## src/design/ceim_consts.svh

```systemverilog
// constants for the extended interrupt mask block
`ifndef CEIM_CONSTS_SVH
`define CEIM_CONSTS_SVH

// bus geometry
`define CEIM_ADDR_W 8
`define CEIM_DATA_W 32
`define CEIM_STRB_W 4

// register byte offsets
`define CEIM_OFF_STATUS 8'h18
`define CEIM_OFF_MASK 8'h1c

// reset values
`define CEIM_MASK_RST 32'h0000_0000
`define CEIM_STATUS_RST 32'h0000_0000

// implemented enable bits: 2,3,4,6,8,10-14,16-22,24-26,29-31
`define CEIM_MASK_IMPL 32'he77f_7d5c
// status flags that may raise a request (group bit 2 is not a flag)
`define CEIM_FLAG_IMPL 32'he77f_7d58

// field positions
`define CEIM_GRP_BIT 2
`define CEIM_ASYNC_RX_AVAIL_BIT 3
`define CEIM_ISO_RX_AVAIL_BIT 4
`define CEIM_VIDEO_RX_AVAIL_BIT 6
`define CEIM_VIDEO_RELEASE_BIT 8
`define CEIM_CPU_ACCESS_ERR_BIT 10
`define CEIM_OVERLAP_ACCESS_BIT 11
`define CEIM_ASYNC_BULK_PURGE_BIT 12
`define CEIM_HANDSHAKE_TMO_BIT 13
`define CEIM_ISO_BULK_PURGE_BIT 14
`define CEIM_VIDEO_BULK_PURGE_BIT 16
`define CEIM_ASYNC_CTRL_CONFIRM_BIT 17
`define CEIM_ASYNC_CTRL_PURGE_BIT 18
`define CEIM_BCAST_CTRL_CONFIRM_BIT 19
`define CEIM_BCAST_CTRL_PURGE_BIT 20
`define CEIM_SELFID_END_BIT 21
`define CEIM_SELFID_PURGE_BIT 22
`define CEIM_CPU_REFUSED_BIT 24
`define CEIM_EARLY_ISO_GO_BIT 25
`define CEIM_TX_BLOCK_COUNT_BIT 26
`define CEIM_BULK_TX_DONE_BIT 29
`define CEIM_BULK_TX_FAIL_BIT 30
`define CEIM_RX_BLOCK_COUNT_BIT 31

// bus response codes
`define CEIM_RESP_OKAY 2'h0
`define CEIM_RESP_SLVERR 2'h2

`endif

```

## src/design/ceim_pkg.sv

```systemverilog
// types for the extended interrupt mask block
`include "ceim_consts.svh"

package ceim_pkg;

  // AXI4-Lite signals driven by the master
  typedef struct packed {
    logic awvalid;
    logic [`CEIM_ADDR_W-1:0] awaddr;
    logic wvalid;
    logic [`CEIM_DATA_W-1:0] wdata;
    logic [`CEIM_STRB_W-1:0] wstrb;
    logic bready;
    logic arvalid;
    logic [`CEIM_ADDR_W-1:0] araddr;
    logic rready;
  } ceim_axi_req_t;

  // AXI4-Lite signals driven by this slave
  typedef struct packed {
    logic awready;
    logic wready;
    logic bvalid;
    logic [1:0] bresp;
    logic arready;
    logic rvalid;
    logic [`CEIM_DATA_W-1:0] rdata;
    logic [1:0] rresp;
  } ceim_axi_rsp_t;

  // whole state of the block
  typedef struct packed {
    logic aw_held;
    logic [`CEIM_ADDR_W-1:0] aw_addr;
    logic w_held;
    logic [`CEIM_DATA_W-1:0] w_data;
    logic [`CEIM_STRB_W-1:0] w_strb;
    ceim_axi_rsp_t rsp;
    logic [`CEIM_DATA_W-1:0] mask;
    logic [`CEIM_DATA_W-1:0] flags;
    logic irq;
  } ceim_state_t;

endpackage

```

## src/design/ceim_top.sv

```systemverilog
// extended interrupt mask with its status flags behind an AXI4-Lite slave
//
// The implementer's own choice: the AXI4-Lite slave port.
module ceim_top
  import ceim_pkg::*;
(
  input wire logic core_clk_i,
  input wire logic reset_n_i,
  input wire logic soft_reset_i,
  input wire logic [`CEIM_DATA_W-1:0] event_i,
  input wire logic primary_irq_i,
  input wire ceim_axi_req_t axi_req_i,
  output ceim_axi_rsp_t axi_rsp_o,
  output logic irq_o
);

  ceim_state_t state_ff;
  ceim_state_t nxt_state;

  // byte strobes widened to a bit mask, used by both register writes
  function automatic logic [`CEIM_DATA_W-1:0] strb_bits(
    input logic [`CEIM_STRB_W-1:0] strb
  );
    logic [`CEIM_DATA_W-1:0] bits;
    bits = '0;
    for (int i = 0; i < `CEIM_STRB_W; i++) begin
      bits[i*8 +: 8] = {8{strb[i]}};
    end
    return bits;
  endfunction

  // word match ignoring the byte lane bits, for reads and writes alike
  function automatic logic hit(
    input logic [`CEIM_ADDR_W-1:0] addr,
    input logic [`CEIM_ADDR_W-1:0] off
  );
    return addr[`CEIM_ADDR_W-1:2] == off[`CEIM_ADDR_W-1:2];
  endfunction

  // one flag through its own enable; every group below reuses it
  function automatic logic gate_bit(
    input logic [`CEIM_DATA_W-1:0] f,
    input logic [`CEIM_DATA_W-1:0] m,
    input int pos
  );
    return f[pos] & m[pos];
  endfunction

  // receive data available on the three receive paths
  // kept per bit so a wrong position shows up as one dead source
  function automatic logic [`CEIM_DATA_W-1:0] rx_avail_pend(
    input logic [`CEIM_DATA_W-1:0] f,
    input logic [`CEIM_DATA_W-1:0] m
  );
    logic [`CEIM_DATA_W-1:0] g;
    g = '0;
    // async receive path
    g[`CEIM_ASYNC_RX_AVAIL_BIT] = gate_bit(f, m, `CEIM_ASYNC_RX_AVAIL_BIT);
    // iso receive path
    g[`CEIM_ISO_RX_AVAIL_BIT] = gate_bit(f, m, `CEIM_ISO_RX_AVAIL_BIT);
    // video receive path
    g[`CEIM_VIDEO_RX_AVAIL_BIT] = gate_bit(f, m, `CEIM_VIDEO_RX_AVAIL_BIT);
    return g;
  endfunction

  // video release timer, also the frame start marker
  // software often leaves it off: it fires once per frame
  function automatic logic [`CEIM_DATA_W-1:0] release_pend(
    input logic [`CEIM_DATA_W-1:0] f,
    input logic [`CEIM_DATA_W-1:0] m
  );
    logic [`CEIM_DATA_W-1:0] g;
    g = '0;
    // cell release
    g[`CEIM_VIDEO_RELEASE_BIT] = gate_bit(f, m, `CEIM_VIDEO_RELEASE_BIT);
    return g;
  endfunction

  // illegal cpu buffer access
  // a cleared enable must block it, so no bypass path exists
  function automatic logic [`CEIM_DATA_W-1:0] access_err_pend(
    input logic [`CEIM_DATA_W-1:0] f,
    input logic [`CEIM_DATA_W-1:0] m
  );
    logic [`CEIM_DATA_W-1:0] g;
    g = '0;
    // empty read or full write
    g[`CEIM_CPU_ACCESS_ERR_BIT] = gate_bit(f, m, `CEIM_CPU_ACCESS_ERR_BIT);
    return g;
  endfunction

  // overlapping cpu read or write attempt
  // the flag only records the attempt; the access itself is elsewhere
  function automatic logic [`CEIM_DATA_W-1:0] overlap_pend(
    input logic [`CEIM_DATA_W-1:0] f,
    input logic [`CEIM_DATA_W-1:0] m
  );
    logic [`CEIM_DATA_W-1:0] g;
    g = '0;
    // early second access
    g[`CEIM_OVERLAP_ACCESS_BIT] = gate_bit(f, m, `CEIM_OVERLAP_ACCESS_BIT);
    return g;
  endfunction

  // partial packet purges of the bulk receive buffers
  // bit 15 between them is reserved and skipped on purpose
  function automatic logic [`CEIM_DATA_W-1:0] bulk_purge_pend(
    input logic [`CEIM_DATA_W-1:0] f,
    input logic [`CEIM_DATA_W-1:0] m
  );
    logic [`CEIM_DATA_W-1:0] g;
    g = '0;
    // async bulk buffer
    g[`CEIM_ASYNC_BULK_PURGE_BIT] = gate_bit(f, m, `CEIM_ASYNC_BULK_PURGE_BIT);
    // iso bulk buffer
    g[`CEIM_ISO_BULK_PURGE_BIT] = gate_bit(f, m, `CEIM_ISO_BULK_PURGE_BIT);
    // video bulk buffer
    g[`CEIM_VIDEO_BULK_PURGE_BIT] = gate_bit(f, m, `CEIM_VIDEO_BULK_PURGE_BIT);
    return g;
  endfunction

  // handshake timeout on the cpu interface
  // the timeout count itself lives with the interface, not here
  function automatic logic [`CEIM_DATA_W-1:0] handshake_pend(
    input logic [`CEIM_DATA_W-1:0] f,
    input logic [`CEIM_DATA_W-1:0] m
  );
    logic [`CEIM_DATA_W-1:0] g;
    g = '0;
    // handshake ran out
    g[`CEIM_HANDSHAKE_TMO_BIT] = gate_bit(f, m, `CEIM_HANDSHAKE_TMO_BIT);
    return g;
  endfunction

  // async and broadcast control receive buffers
  // confirm and purge sit side by side for each buffer
  function automatic logic [`CEIM_DATA_W-1:0] ctrl_rx_pend(
    input logic [`CEIM_DATA_W-1:0] f,
    input logic [`CEIM_DATA_W-1:0] m
  );
    logic [`CEIM_DATA_W-1:0] g;
    g = '0;
    // async packet confirmed
    g[`CEIM_ASYNC_CTRL_CONFIRM_BIT] = gate_bit(f, m, `CEIM_ASYNC_CTRL_CONFIRM_BIT);
    // async partial purge
    g[`CEIM_ASYNC_CTRL_PURGE_BIT] = gate_bit(f, m, `CEIM_ASYNC_CTRL_PURGE_BIT);
    // broadcast packet confirmed
    g[`CEIM_BCAST_CTRL_CONFIRM_BIT] = gate_bit(f, m, `CEIM_BCAST_CTRL_CONFIRM_BIT);
    // broadcast partial purge
    g[`CEIM_BCAST_CTRL_PURGE_BIT] = gate_bit(f, m, `CEIM_BCAST_CTRL_PURGE_BIT);
    return g;
  endfunction

  // self-id period end and self-id purge
  // both follow a bus reset, so they tend to arrive close together
  function automatic logic [`CEIM_DATA_W-1:0] selfid_pend(
    input logic [`CEIM_DATA_W-1:0] f,
    input logic [`CEIM_DATA_W-1:0] m
  );
    logic [`CEIM_DATA_W-1:0] g;
    g = '0;
    // period end
    g[`CEIM_SELFID_END_BIT] = gate_bit(f, m, `CEIM_SELFID_END_BIT);
    // partial purge
    g[`CEIM_SELFID_PURGE_BIT] = gate_bit(f, m, `CEIM_SELFID_PURGE_BIT);
    return g;
  endfunction

  // cpu access refused for a higher priority transfer
  // bit 23 below it is reserved
  function automatic logic [`CEIM_DATA_W-1:0] refused_pend(
    input logic [`CEIM_DATA_W-1:0] f,
    input logic [`CEIM_DATA_W-1:0] m
  );
    logic [`CEIM_DATA_W-1:0] g;
    g = '0;
    // buffer busy
    g[`CEIM_CPU_REFUSED_BIT] = gate_bit(f, m, `CEIM_CPU_REFUSED_BIT);
    return g;
  endfunction

  // stream errors: early iso go and block count faults
  // rx block count sits at bit 31, apart from the other two
  function automatic logic [`CEIM_DATA_W-1:0] stream_err_pend(
    input logic [`CEIM_DATA_W-1:0] f,
    input logic [`CEIM_DATA_W-1:0] m
  );
    logic [`CEIM_DATA_W-1:0] g;
    g = '0;
    // premature iso go
    g[`CEIM_EARLY_ISO_GO_BIT] = gate_bit(f, m, `CEIM_EARLY_ISO_GO_BIT);
    // transmit block count
    g[`CEIM_TX_BLOCK_COUNT_BIT] = gate_bit(f, m, `CEIM_TX_BLOCK_COUNT_BIT);
    // receive block count
    g[`CEIM_RX_BLOCK_COUNT_BIT] = gate_bit(f, m, `CEIM_RX_BLOCK_COUNT_BIT);
    return g;
  endfunction

  // bulk async transmit done and failed
  // bits 27 and 28 below them are reserved
  function automatic logic [`CEIM_DATA_W-1:0] bulk_tx_pend(
    input logic [`CEIM_DATA_W-1:0] f,
    input logic [`CEIM_DATA_W-1:0] m
  );
    logic [`CEIM_DATA_W-1:0] g;
    g = '0;
    // packet sent
    g[`CEIM_BULK_TX_DONE_BIT] = gate_bit(f, m, `CEIM_BULK_TX_DONE_BIT);
    // packet failed
    g[`CEIM_BULK_TX_FAIL_BIT] = gate_bit(f, m, `CEIM_BULK_TX_FAIL_BIT);
    return g;
  endfunction

  // next state: bus slave, mask, flags and the interrupt request
  always_comb begin
    logic [`CEIM_DATA_W-1:0] bits;
    logic [`CEIM_DATA_W-1:0] clr;
    logic [`CEIM_DATA_W-1:0] pend;
    logic ext_req;
    bits = '0;
    clr = '0;
    pend = '0;
    ext_req = 1'b0;
    nxt_state = state_ff;

    // address and data are taken independently, in either order
    if (axi_req_i.awvalid && state_ff.rsp.awready) begin
      nxt_state.aw_held = 1'b1;
      nxt_state.aw_addr = axi_req_i.awaddr;
    end
    if (axi_req_i.wvalid && state_ff.rsp.wready) begin
      nxt_state.w_held = 1'b1;
      nxt_state.w_data = axi_req_i.wdata;
      nxt_state.w_strb = axi_req_i.wstrb;
    end
    if (state_ff.rsp.bvalid && axi_req_i.bready) begin
      nxt_state.rsp.bvalid = 1'b0;
    end

    // perform the write once both halves are here and no response is pending
    if (state_ff.aw_held && state_ff.w_held && !state_ff.rsp.bvalid) begin
      bits = strb_bits(state_ff.w_strb);
      nxt_state.aw_held = 1'b0;
      nxt_state.w_held = 1'b0;
      nxt_state.rsp.bvalid = 1'b1;
      nxt_state.rsp.bresp = `CEIM_RESP_OKAY;
      if (hit(state_ff.aw_addr, `CEIM_OFF_MASK)) begin
        // reserved enable bits never store a one
        nxt_state.mask = ((state_ff.mask & ~bits) | (state_ff.w_data & bits))
                         & `CEIM_MASK_IMPL;
      end else if (hit(state_ff.aw_addr, `CEIM_OFF_STATUS)) begin
        clr = state_ff.w_data & bits; // write one to clear
      end else begin
        nxt_state.rsp.bresp = `CEIM_RESP_SLVERR;
      end
    end

    // hardware events set flags; a set in the clearing cycle wins
    nxt_state.flags = ((state_ff.flags & ~clr) | event_i) & `CEIM_FLAG_IMPL;

    // read channel: one outstanding read, data one cycle after the address
    if (state_ff.rsp.rvalid && axi_req_i.rready) begin
      nxt_state.rsp.rvalid = 1'b0;
    end
    if (axi_req_i.arvalid && state_ff.rsp.arready) begin
      nxt_state.rsp.rvalid = 1'b1;
      nxt_state.rsp.rresp = `CEIM_RESP_OKAY;
      if (hit(axi_req_i.araddr, `CEIM_OFF_MASK)) begin
        nxt_state.rsp.rdata = state_ff.mask; // reserved bits already zero
      end else if (hit(axi_req_i.araddr, `CEIM_OFF_STATUS)) begin
        nxt_state.rsp.rdata = state_ff.flags;
      end else begin
        nxt_state.rsp.rdata = '0;
        nxt_state.rsp.rresp = `CEIM_RESP_SLVERR;
      end
    end

    // software reset disables every extended source
    if (soft_reset_i) begin
      nxt_state.mask = `CEIM_MASK_RST;
      nxt_state.flags = `CEIM_STATUS_RST;
    end

    // readies drop while a half is held or a response waits
    nxt_state.rsp.awready = !nxt_state.aw_held && !nxt_state.rsp.bvalid;
    nxt_state.rsp.wready = !nxt_state.w_held && !nxt_state.rsp.bvalid;
    nxt_state.rsp.arready = !nxt_state.rsp.rvalid;

    // gather the gated flags group by group
    // receive available
    pend = rx_avail_pend(nxt_state.flags, nxt_state.mask);
    // release timer
    pend = pend | release_pend(nxt_state.flags, nxt_state.mask);
    // illegal access
    pend = pend | access_err_pend(nxt_state.flags, nxt_state.mask);
    // overlapping access
    pend = pend | overlap_pend(nxt_state.flags, nxt_state.mask);
    // bulk purges
    pend = pend | bulk_purge_pend(nxt_state.flags, nxt_state.mask);
    // handshake timeout
    pend = pend | handshake_pend(nxt_state.flags, nxt_state.mask);
    // control receive buffers
    pend = pend | ctrl_rx_pend(nxt_state.flags, nxt_state.mask);
    // self-id
    pend = pend | selfid_pend(nxt_state.flags, nxt_state.mask);
    // refused access
    pend = pend | refused_pend(nxt_state.flags, nxt_state.mask);
    // stream errors
    pend = pend | stream_err_pend(nxt_state.flags, nxt_state.mask);
    // bulk transmit
    pend = pend | bulk_tx_pend(nxt_state.flags, nxt_state.mask);
    // reserved positions can never pend
    pend = pend & `CEIM_FLAG_IMPL;
    // extended part needs a pending flag and the group route
    ext_req = nxt_state.mask[`CEIM_GRP_BIT] && (|pend);
    // primary source passes whatever the group bit says
    nxt_state.irq = primary_irq_i || ext_req;
  end

  // single state register; power-up clears everything
  always_ff @(posedge core_clk_i) begin
    if (!reset_n_i) begin
      state_ff <= '0;
    end else begin
      state_ff <= nxt_state;
    end
  end

  // outputs come straight from the state register
  assign axi_rsp_o = state_ff.rsp;
  assign irq_o = state_ff.irq;

endmodule

```

## config.mk

```make
export PLATFORM = sky130hd
export DESIGN_NAME = ceim_top
export DESIGN_NICKNAME = d
export VERILOG_FILES = /design/src/design/ceim_pkg.sv /design/src/design/ceim_top.sv
export VERILOG_INCLUDE_DIRS = /design/src /design/src/design
export SDC_FILE = /design/constraint.sdc
export NUM_CORES = 1
export LEC_CHECK = 0
export BUFFER_PORTS_ARGS = -buffer_cell sky130_fd_sc_hd__buf_2
export CAP_MARGIN = 25
export CORE_MARGIN = 2
export CORE_UTILIZATION = 58
export CTS_BUF_LIST = sky130_fd_sc_hd__clkbuf_4 sky130_fd_sc_hd__clkbuf_8
export CTS_CLUSTER_SIZE = 25
export DETAILED_ROUTE_END_ITERATION = 12
export GPL_TIMING_DRIVEN = 0
export HOLD_SLACK_MARGIN = 0.03
export PLACE_DENSITY = 0.87
export SYNTH_ARGS = -nofsm -noshare
export SYNTH_HDL_FRONTEND = slang
export SYNTH_SLANG_ARGS = --single-unit
```

## constraint.sdc

```tcl
create_clock -name core_clk_i -period 3 [get_ports core_clk_i]
set_input_delay 0.6 -clock core_clk_i [delete_from_list [all_inputs] [get_ports core_clk_i]]
set_output_delay 0.6 -clock core_clk_i [all_outputs]
set_load 0.01 [all_outputs]
```

# Word level (Yosys, flattened, before mapping)

Index checks and enable logic that the tools add are counted.

Shift operators: 0
Div/mod/pow operators: 0
Order comparisons: 0
Bitwise operators: 39
Multiply operators: 0
Reduce and logical (&&, ||, !) cells: 17
Add/sub/neg operators: 0
Eq/ne operators: 4
Mux-type cells: 20

Operator list:

| cell                                                                  | count |
|---|---|
| 32-bit 2-to-1 mux                                                     | 7 |
| 32-bit bitwise AND                                                    | 3 |
| 64-bit 2-to-1 mux                                                     | 1 |
| 32-bit NOT                                                            | 2 |
| 32-bit bitwise OR                                                     | 2 |
| 37-bit 2-to-1 mux                                                     | 1 |
| 35-bit 2-to-1 mux                                                     | 1 |
| 25-bit by 32-bit bitwise OR with 32-bit output                        | 1 |
| 32-bit by 31-bit bitwise OR with 32-bit output                        | 1 |
| 23-bit by 25-bit bitwise OR with 25-bit output                        | 1 |
| 6-bit by 3-bit equality test with 1-bit output, second input constant | 4 |
| 21-bit by 23-bit bitwise OR with 23-bit output                        | 1 |
| 1-bit bitwise AND                                                     | 22 |
| 22-bit OR reduction                                                   | 1 |
| 17-bit by 21-bit bitwise OR with 21-bit output                        | 1 |
| 12-bit by 17-bit bitwise OR with 17-bit output                        | 1 |
| 17-bit by 14-bit bitwise OR with 17-bit output                        | 1 |
| 11-bit by 12-bit bitwise OR with 12-bit output                        | 1 |
| 9-bit by 11-bit bitwise OR with 11-bit output                         | 1 |
| 1-bit logical AND                                                     | 10 |
| 9-bit 2-to-1 mux                                                      | 1 |
| 7-bit by 9-bit bitwise OR with 9-bit output                           | 1 |
| 2-bit 2-to-1 mux                                                      | 4 |
| 1-bit logical NOT                                                     | 5 |
| other kinds (3)                                                       | 6 |

RAM bits: 0
Register bits after elaboration: 143
Logic and storage cells: 96
Memory bits (read-only): 0
Memories kept: 0
Latch bits: 0
Input port bits: 93
Output and inout bits: 42

# Longest topological paths before layout

Depth in word-level cells: 22
Gate-level depth with buffers: 8
Mapped depth without buffers: 6

# Least setup slack after synthesis

Ideal clock, no wire load.

Path kind: register to register
From: reg state_ff (netlist bit axi_rsp_o[38])
To: reg state_ff (netlist bit irq_o)
Path buffers: 2
Clock period less this slack: 1.960 ns
Stages on the path, launching flop included: 9
Arrival: 1.820 ns
Setup slack: 1.040 ns
Required time: 2.860 ns
Setup time: 0.140 ns
Cells stage by stage: dfxtp_1 -> and4b_1 -> clkbuf_1 -> and4_1 -> buf_2 -> mux2i_1 -> o22ai_1 -> o41ai_1 -> a41oi_1

Word-level cells in the longest chain between the ends: 21
Elaborated cells on any way between the ends: 43
Classes of those cells: 3 x mux; 35 x bitwise; 5 x reduce/logical

Ends and longest elaborated chain:

| what                                           | RTL line        | RTL |
|---|---|---|
| start: declaration                             | ceim_top.sv:17  | `ceim_state_t state_ff;` |
| start signal: assignment                       | ceim_top.sv:325 | `state_ff <= nxt_state;` |
| 1-bit logical NOT (*)                          | ceim_top.sv:241 | `if (state_ff.aw_held && state_ff.w_held && !state_ff.rsp.bvalid) begin` |
| 1-bit logical AND (*)                          | ceim_top.sv:241 |  |
| 32-bit 2-to-1 mux                              | ceim_top.sv:241 |  |
| 32-bit NOT                                     | ceim_top.sv:259 | `` nxt_state.flags = ((state_ff.flags & ~clr) \| event_i) & `CEIM_FLAG_IMPL; `` |
| 32-bit bitwise AND                             | ceim_top.sv:259 |  |
| 32-bit bitwise OR                              | ceim_top.sv:259 |  |
| 64-bit 2-to-1 mux (*)                          | ceim_top.sv:279 | `if (soft_reset_i) begin` |
| 1-bit bitwise AND                              | ceim_top.sv:46  | `return f[pos] & m[pos];` |
| [5 not listed]                                 | -               |  |
| 17-bit by 21-bit bitwise OR with 21-bit output | ceim_top.sv:303 | `pend = pend \| ctrl_rx_pend(nxt_state.flags, nxt_state.mask);` |
| 21-bit by 23-bit bitwise OR with 23-bit output | ceim_top.sv:305 | `pend = pend \| selfid_pend(nxt_state.flags, nxt_state.mask);` |
| 23-bit by 25-bit bitwise OR with 25-bit output | ceim_top.sv:307 | `pend = pend \| refused_pend(nxt_state.flags, nxt_state.mask);` |
| 25-bit by 32-bit bitwise OR with 32-bit output | ceim_top.sv:309 | `pend = pend \| stream_err_pend(nxt_state.flags, nxt_state.mask);` |
| 32-bit by 31-bit bitwise OR with 32-bit output | ceim_top.sv:311 | `pend = pend \| bulk_tx_pend(nxt_state.flags, nxt_state.mask);` |
| 22-bit OR reduction                            | ceim_top.sv:315 | `` ext_req = nxt_state.mask[`CEIM_GRP_BIT] && (\|pend); `` |
| 1-bit logical AND (*)                          | ceim_top.sv:315 |  |
| 1-bit logical OR (*)                           | ceim_top.sv:317 | `nxt_state.irq = primary_irq_i \|\| ext_req;` |

Every way passes the cells marked *; elsewhere a longest branch is shown, timed or not.
A chain may end at the register's enable or synchronous reset.

# Final worst setup path

From: reg state_ff[145] (netlist name)
To: reg state_ff (netlist bit irq_o)

Word-level cells in the longest chain between the ends: 22
Elaborated cells on any way between the ends: 46
Classes of those cells: 2 x eq/ne; 6 x mux; 35 x bitwise; 3 x reduce/logical

Ends and longest elaborated chain:

| what                                           | RTL line        | RTL |
|---|---|---|
| 6-bit by 3-bit equality test with 1-bit output | ceim_top.sv:37  | `` return addr[`CEIM_ADDR_W-1:2] == off[`CEIM_ADDR_W-1:2]; `` |
| 32-bit 2-to-1 mux                              | ceim_top.sv:251 | `` end else if (hit(state_ff.aw_addr, `CEIM_OFF_STATUS)) begin `` |
| 32-bit 2-to-1 mux                              | ceim_top.sv:247 | `` if (hit(state_ff.aw_addr, `CEIM_OFF_MASK)) begin `` |
| 32-bit 2-to-1 mux                              | ceim_top.sv:241 |  |
| 32-bit NOT                                     | ceim_top.sv:259 |  |
| 32-bit bitwise AND                             | ceim_top.sv:259 |  |
| 32-bit bitwise OR                              | ceim_top.sv:259 |  |
| 64-bit 2-to-1 mux (*)                          | ceim_top.sv:279 |  |
| [6 not listed]                                 | -               |  |
| 17-bit by 21-bit bitwise OR with 21-bit output | ceim_top.sv:303 |  |
| 21-bit by 23-bit bitwise OR with 23-bit output | ceim_top.sv:305 |  |
| 23-bit by 25-bit bitwise OR with 25-bit output | ceim_top.sv:307 |  |
| 25-bit by 32-bit bitwise OR with 32-bit output | ceim_top.sv:309 |  |
| 32-bit by 31-bit bitwise OR with 32-bit output | ceim_top.sv:311 |  |
| 22-bit OR reduction                            | ceim_top.sv:315 |  |
| 1-bit logical AND (*)                          | ceim_top.sv:315 |  |
| 1-bit logical OR (*)                           | ceim_top.sv:317 |  |

Marks and branches as above.

==> results_dict.tcl <==
set metrics [dict create \
    whs_ps 475 \
    hold_buffers 0 \
    port_buffers 96 \
    pin_count 135 \
    synth_compound_area_share_pct 13.1 \
    diodes 0 \
    crit_path_end_kind "flop" \
    gr-total-overflow 0 \
    insertion_delay_ps 370 \
    crit_fanout 10 \
    synth_top_family_by_area "simple AND/OR/NAND/NOR gates" \
    arrival_ps 2970 \
    synth_mux_area_share_pct 9.19 \
    ir_drop_v 0.000357 \
    drc_errors 0 \
    post-synth-top-count-cell "dfxtp_1" \
    synthFlopType "dfxtp_1" \
    start_util_pct 59.7 \
    tns_ps 0 \
    syn_area_per_cell_um2 8.75 \
    whs_endpoint "state_ff[112]" \
    fill_cells 665 \
    async_reset_ff_share_pct 0 \
    cts_buffers 9 \
    dp_hpwl_um 9470 \
    synthTopCellsByArea "dfxtp_1 (45%), mux2i_1 (9.2%), nand2_1 (7.2%), buf_4 (6.4%), a21boi_0 (5.4%)" \
    synth_edf_count 0 \
    worstSetupPathType "flop to flop" \
    synth_top_area_cell "dfxtp_1" \
    powerDensity_nw_per_um2 490 \
    worstPathRequired_ps 3220 \
    dr.pass1.iters 6 \
    antenna_found_initial 0 \
    power.total_w 0.00283 \
    rsz0062_at_grt "false" \
    hold_violations 0 \
    worstHoldPathType "flop to flop" \
    grt_pass1_vias 3989 \
    drv_slew 0 \
    p_leak_nw 2.44 \
    cts_buffer_depth 2 \
    slew_headroom_pct 45.1 \
    synth.yosys.seq_area_share_pct 45.3 \
    area_growth_pct 18.0 \
    gp_congestion 0.928 \
    clk_pin_slew_ps 90 \
    grt_pass1_wl_um 19200 \
    synth_common_cells "dfxtp_1 (111), nand2_1 (94), nor2_1 (49)" \
    drive_above_1_share_pct 23.8 \
    synth_cell_types 37 \
    grt_start_max_net_pins 17 \
    ys_ff_latch 111 \
    synth_fa_ha_area_share_pct 0 \
    synth_top_area_share_pct 45.3 \
    track_usage_pct 27.6 \
    ant_nets 0 \
    drt-vias-per-instance 5.45 \
    synthesis.instances 560 \
    cts.sinks 111 \
    setup_viol_count_final 0 \
    cts_max_level 3 \
    ys_warn_count 0 \
    die_area_um2 9200 \
    status "finished, final reports clean" \
    post_cts_resize_count 0 \
    fin_skew_ps 7.87 \
    r2r_cells 6 \
    hold_path_startpoint "state_ff[112]" \
    min_period_ps 2750 \
    ff_latch_area_um2 2220 \
    num_vias 4286 \
    die_y_um 95.9 \
    period_share_pct 91.6 \
    die-width_um 95.9 \
    max_freq_ghz 0.364 \
    fp.coreArea_um2 8220 \
    postCtsSetupRepairBufs 0 \
    r2r-end "irq_o" \
    wl_um 12400 \
    detail_route.wl_per_cell_um 15.8 \
    r2r_start "state_ff[145]" \
    cp-start-kind "flop" \
    cts_tree "yes" \
    fin_nets 770 \
    whs_path_depth 2 \
    ctsRootBufferMaster "clkbuf_8" \
    syn_area_um2 4900 \
    row_count 33 \
    ff2ff_setup_slack_ps 250 \
    cap_violations 0 \
    synth_xor_area_share_pct 0 \
    drtIter0Drc 304 \
    synth-simple-area-share_pct 22.7 \
    multiInputGateArea_um2 2250 \
    tightest_slew_ps 824 \
]
## where the power goes
part           internal (W)  total, W  switching (W)
Combinational      0.000116  0.000267       0.000151
Clock              0.000534   0.00102       0.000481
Sequential          0.00152   0.00155      0.0000338
Total               0.00217   0.00283       0.000666
## worst max-delay path by stage
stage,startpoint,end,cells past startpoint
after CTS,state_ff[145],irq_o,6
after global routing,state_ff[145],irq_o,6
after detailed placement,state_ff[145],irq_o,6
after global placement,state_ff[145],irq_o,6
final,state_ff[145],irq_o,6
after floorplan,axi_rsp_o[38],irq_o,8
## through the flow
stage / area [um^2] / setup WS (ps) / util (%) / cells
2_1_floorplan: 4940 / 1040 / - / 570
3_3_place_gp: 5550 / 340 / 67.6 / 771
3_5_place_dp: 5550 / 277 / 67.6 / 771
4_1_cts: 5780 / 259 / 70.4 / 787
5_1_grt: 5780 / 111 / 70.4 / 787
6_report: 5780 / 251 / 70.4 / 787
## state kept, by name, indices dropped and copies added (netlist names)
| name | cells |
|---|---|
| axi_rsp_o | 30 |
| irq_o | 1 |
| state_ff | 80 |
## kinds of logic after synthesis
kind of cell,Yosys count
AOI/OAI and AO/OA,95
buffers and inverters,80
DFF,111
muxes,45
other,1
and+or+nand+nor,228
## placed cells by master (no fill, tap or decap), types with 5 or more instances in the layout
| cell type | netlist | routed |
|---|---|---|
| nand3b_1 | 13 | 13 |
| and2_1 | 24 | 24 |
| nor3b_1 | 5 | 5 |
| conb_1 | 1 | 11 |
| o21ai_0 | 23 | 23 |
| mux2i_1 | 45 | 45 |
| buf_2 | 2 | 98 |
| nor3_1 | 9 | 9 |
| a21boi_0 | 35 | 35 |
| and3_1 | 5 | 5 |
| dfxtp_1 | 111 | 111 |
| buf_4 | 42 | 42 |
| o22ai_1 | 21 | 21 |
| clkbuf_1 | 26 | 26 |
| buf_1 | 5 | 5 |
| nand2_1 | 94 | 94 |
| clkbuf_8 | 0 | 11 |
| nand3_1 | 12 | 12 |
| nor2_1 | 49 | 49 |
| o32ai_1 | 5 | 5 |
## critical path, stage by stage, from the launching register on
cell and delay (ps):
dfxtp_1 400, clkbuf_1 490, nand4_2 410, mux2i_1 310, o22ai_1 160, o41ai_1 620, a41oi_1 210
## area by class of cell
cell class / instances / share of cell area [%]
Inverter: 1 / 0.0649
Tap cell: 105 / 2.27
Multi-Input combinational cell: 379 / 38.8
Buffer: 79 / 8.09
Clock inverter: 3 / 1.13
Sequential cell: 111 / 38.4
Clock buffer: 13 / 2.88
Timing Repair Buffer: 96 / 8.31
## layer usage
layer  routed length, um  GRT usage, %  part of all wire, %
met5                   0             0                    0
met4                 312          10.5                  2.5
met3                 915          4.93                  7.4
met2                5690          45.5                   46
met1                5520          36.0                   44
No activity file was read; power rests on OpenSTA's default activity.
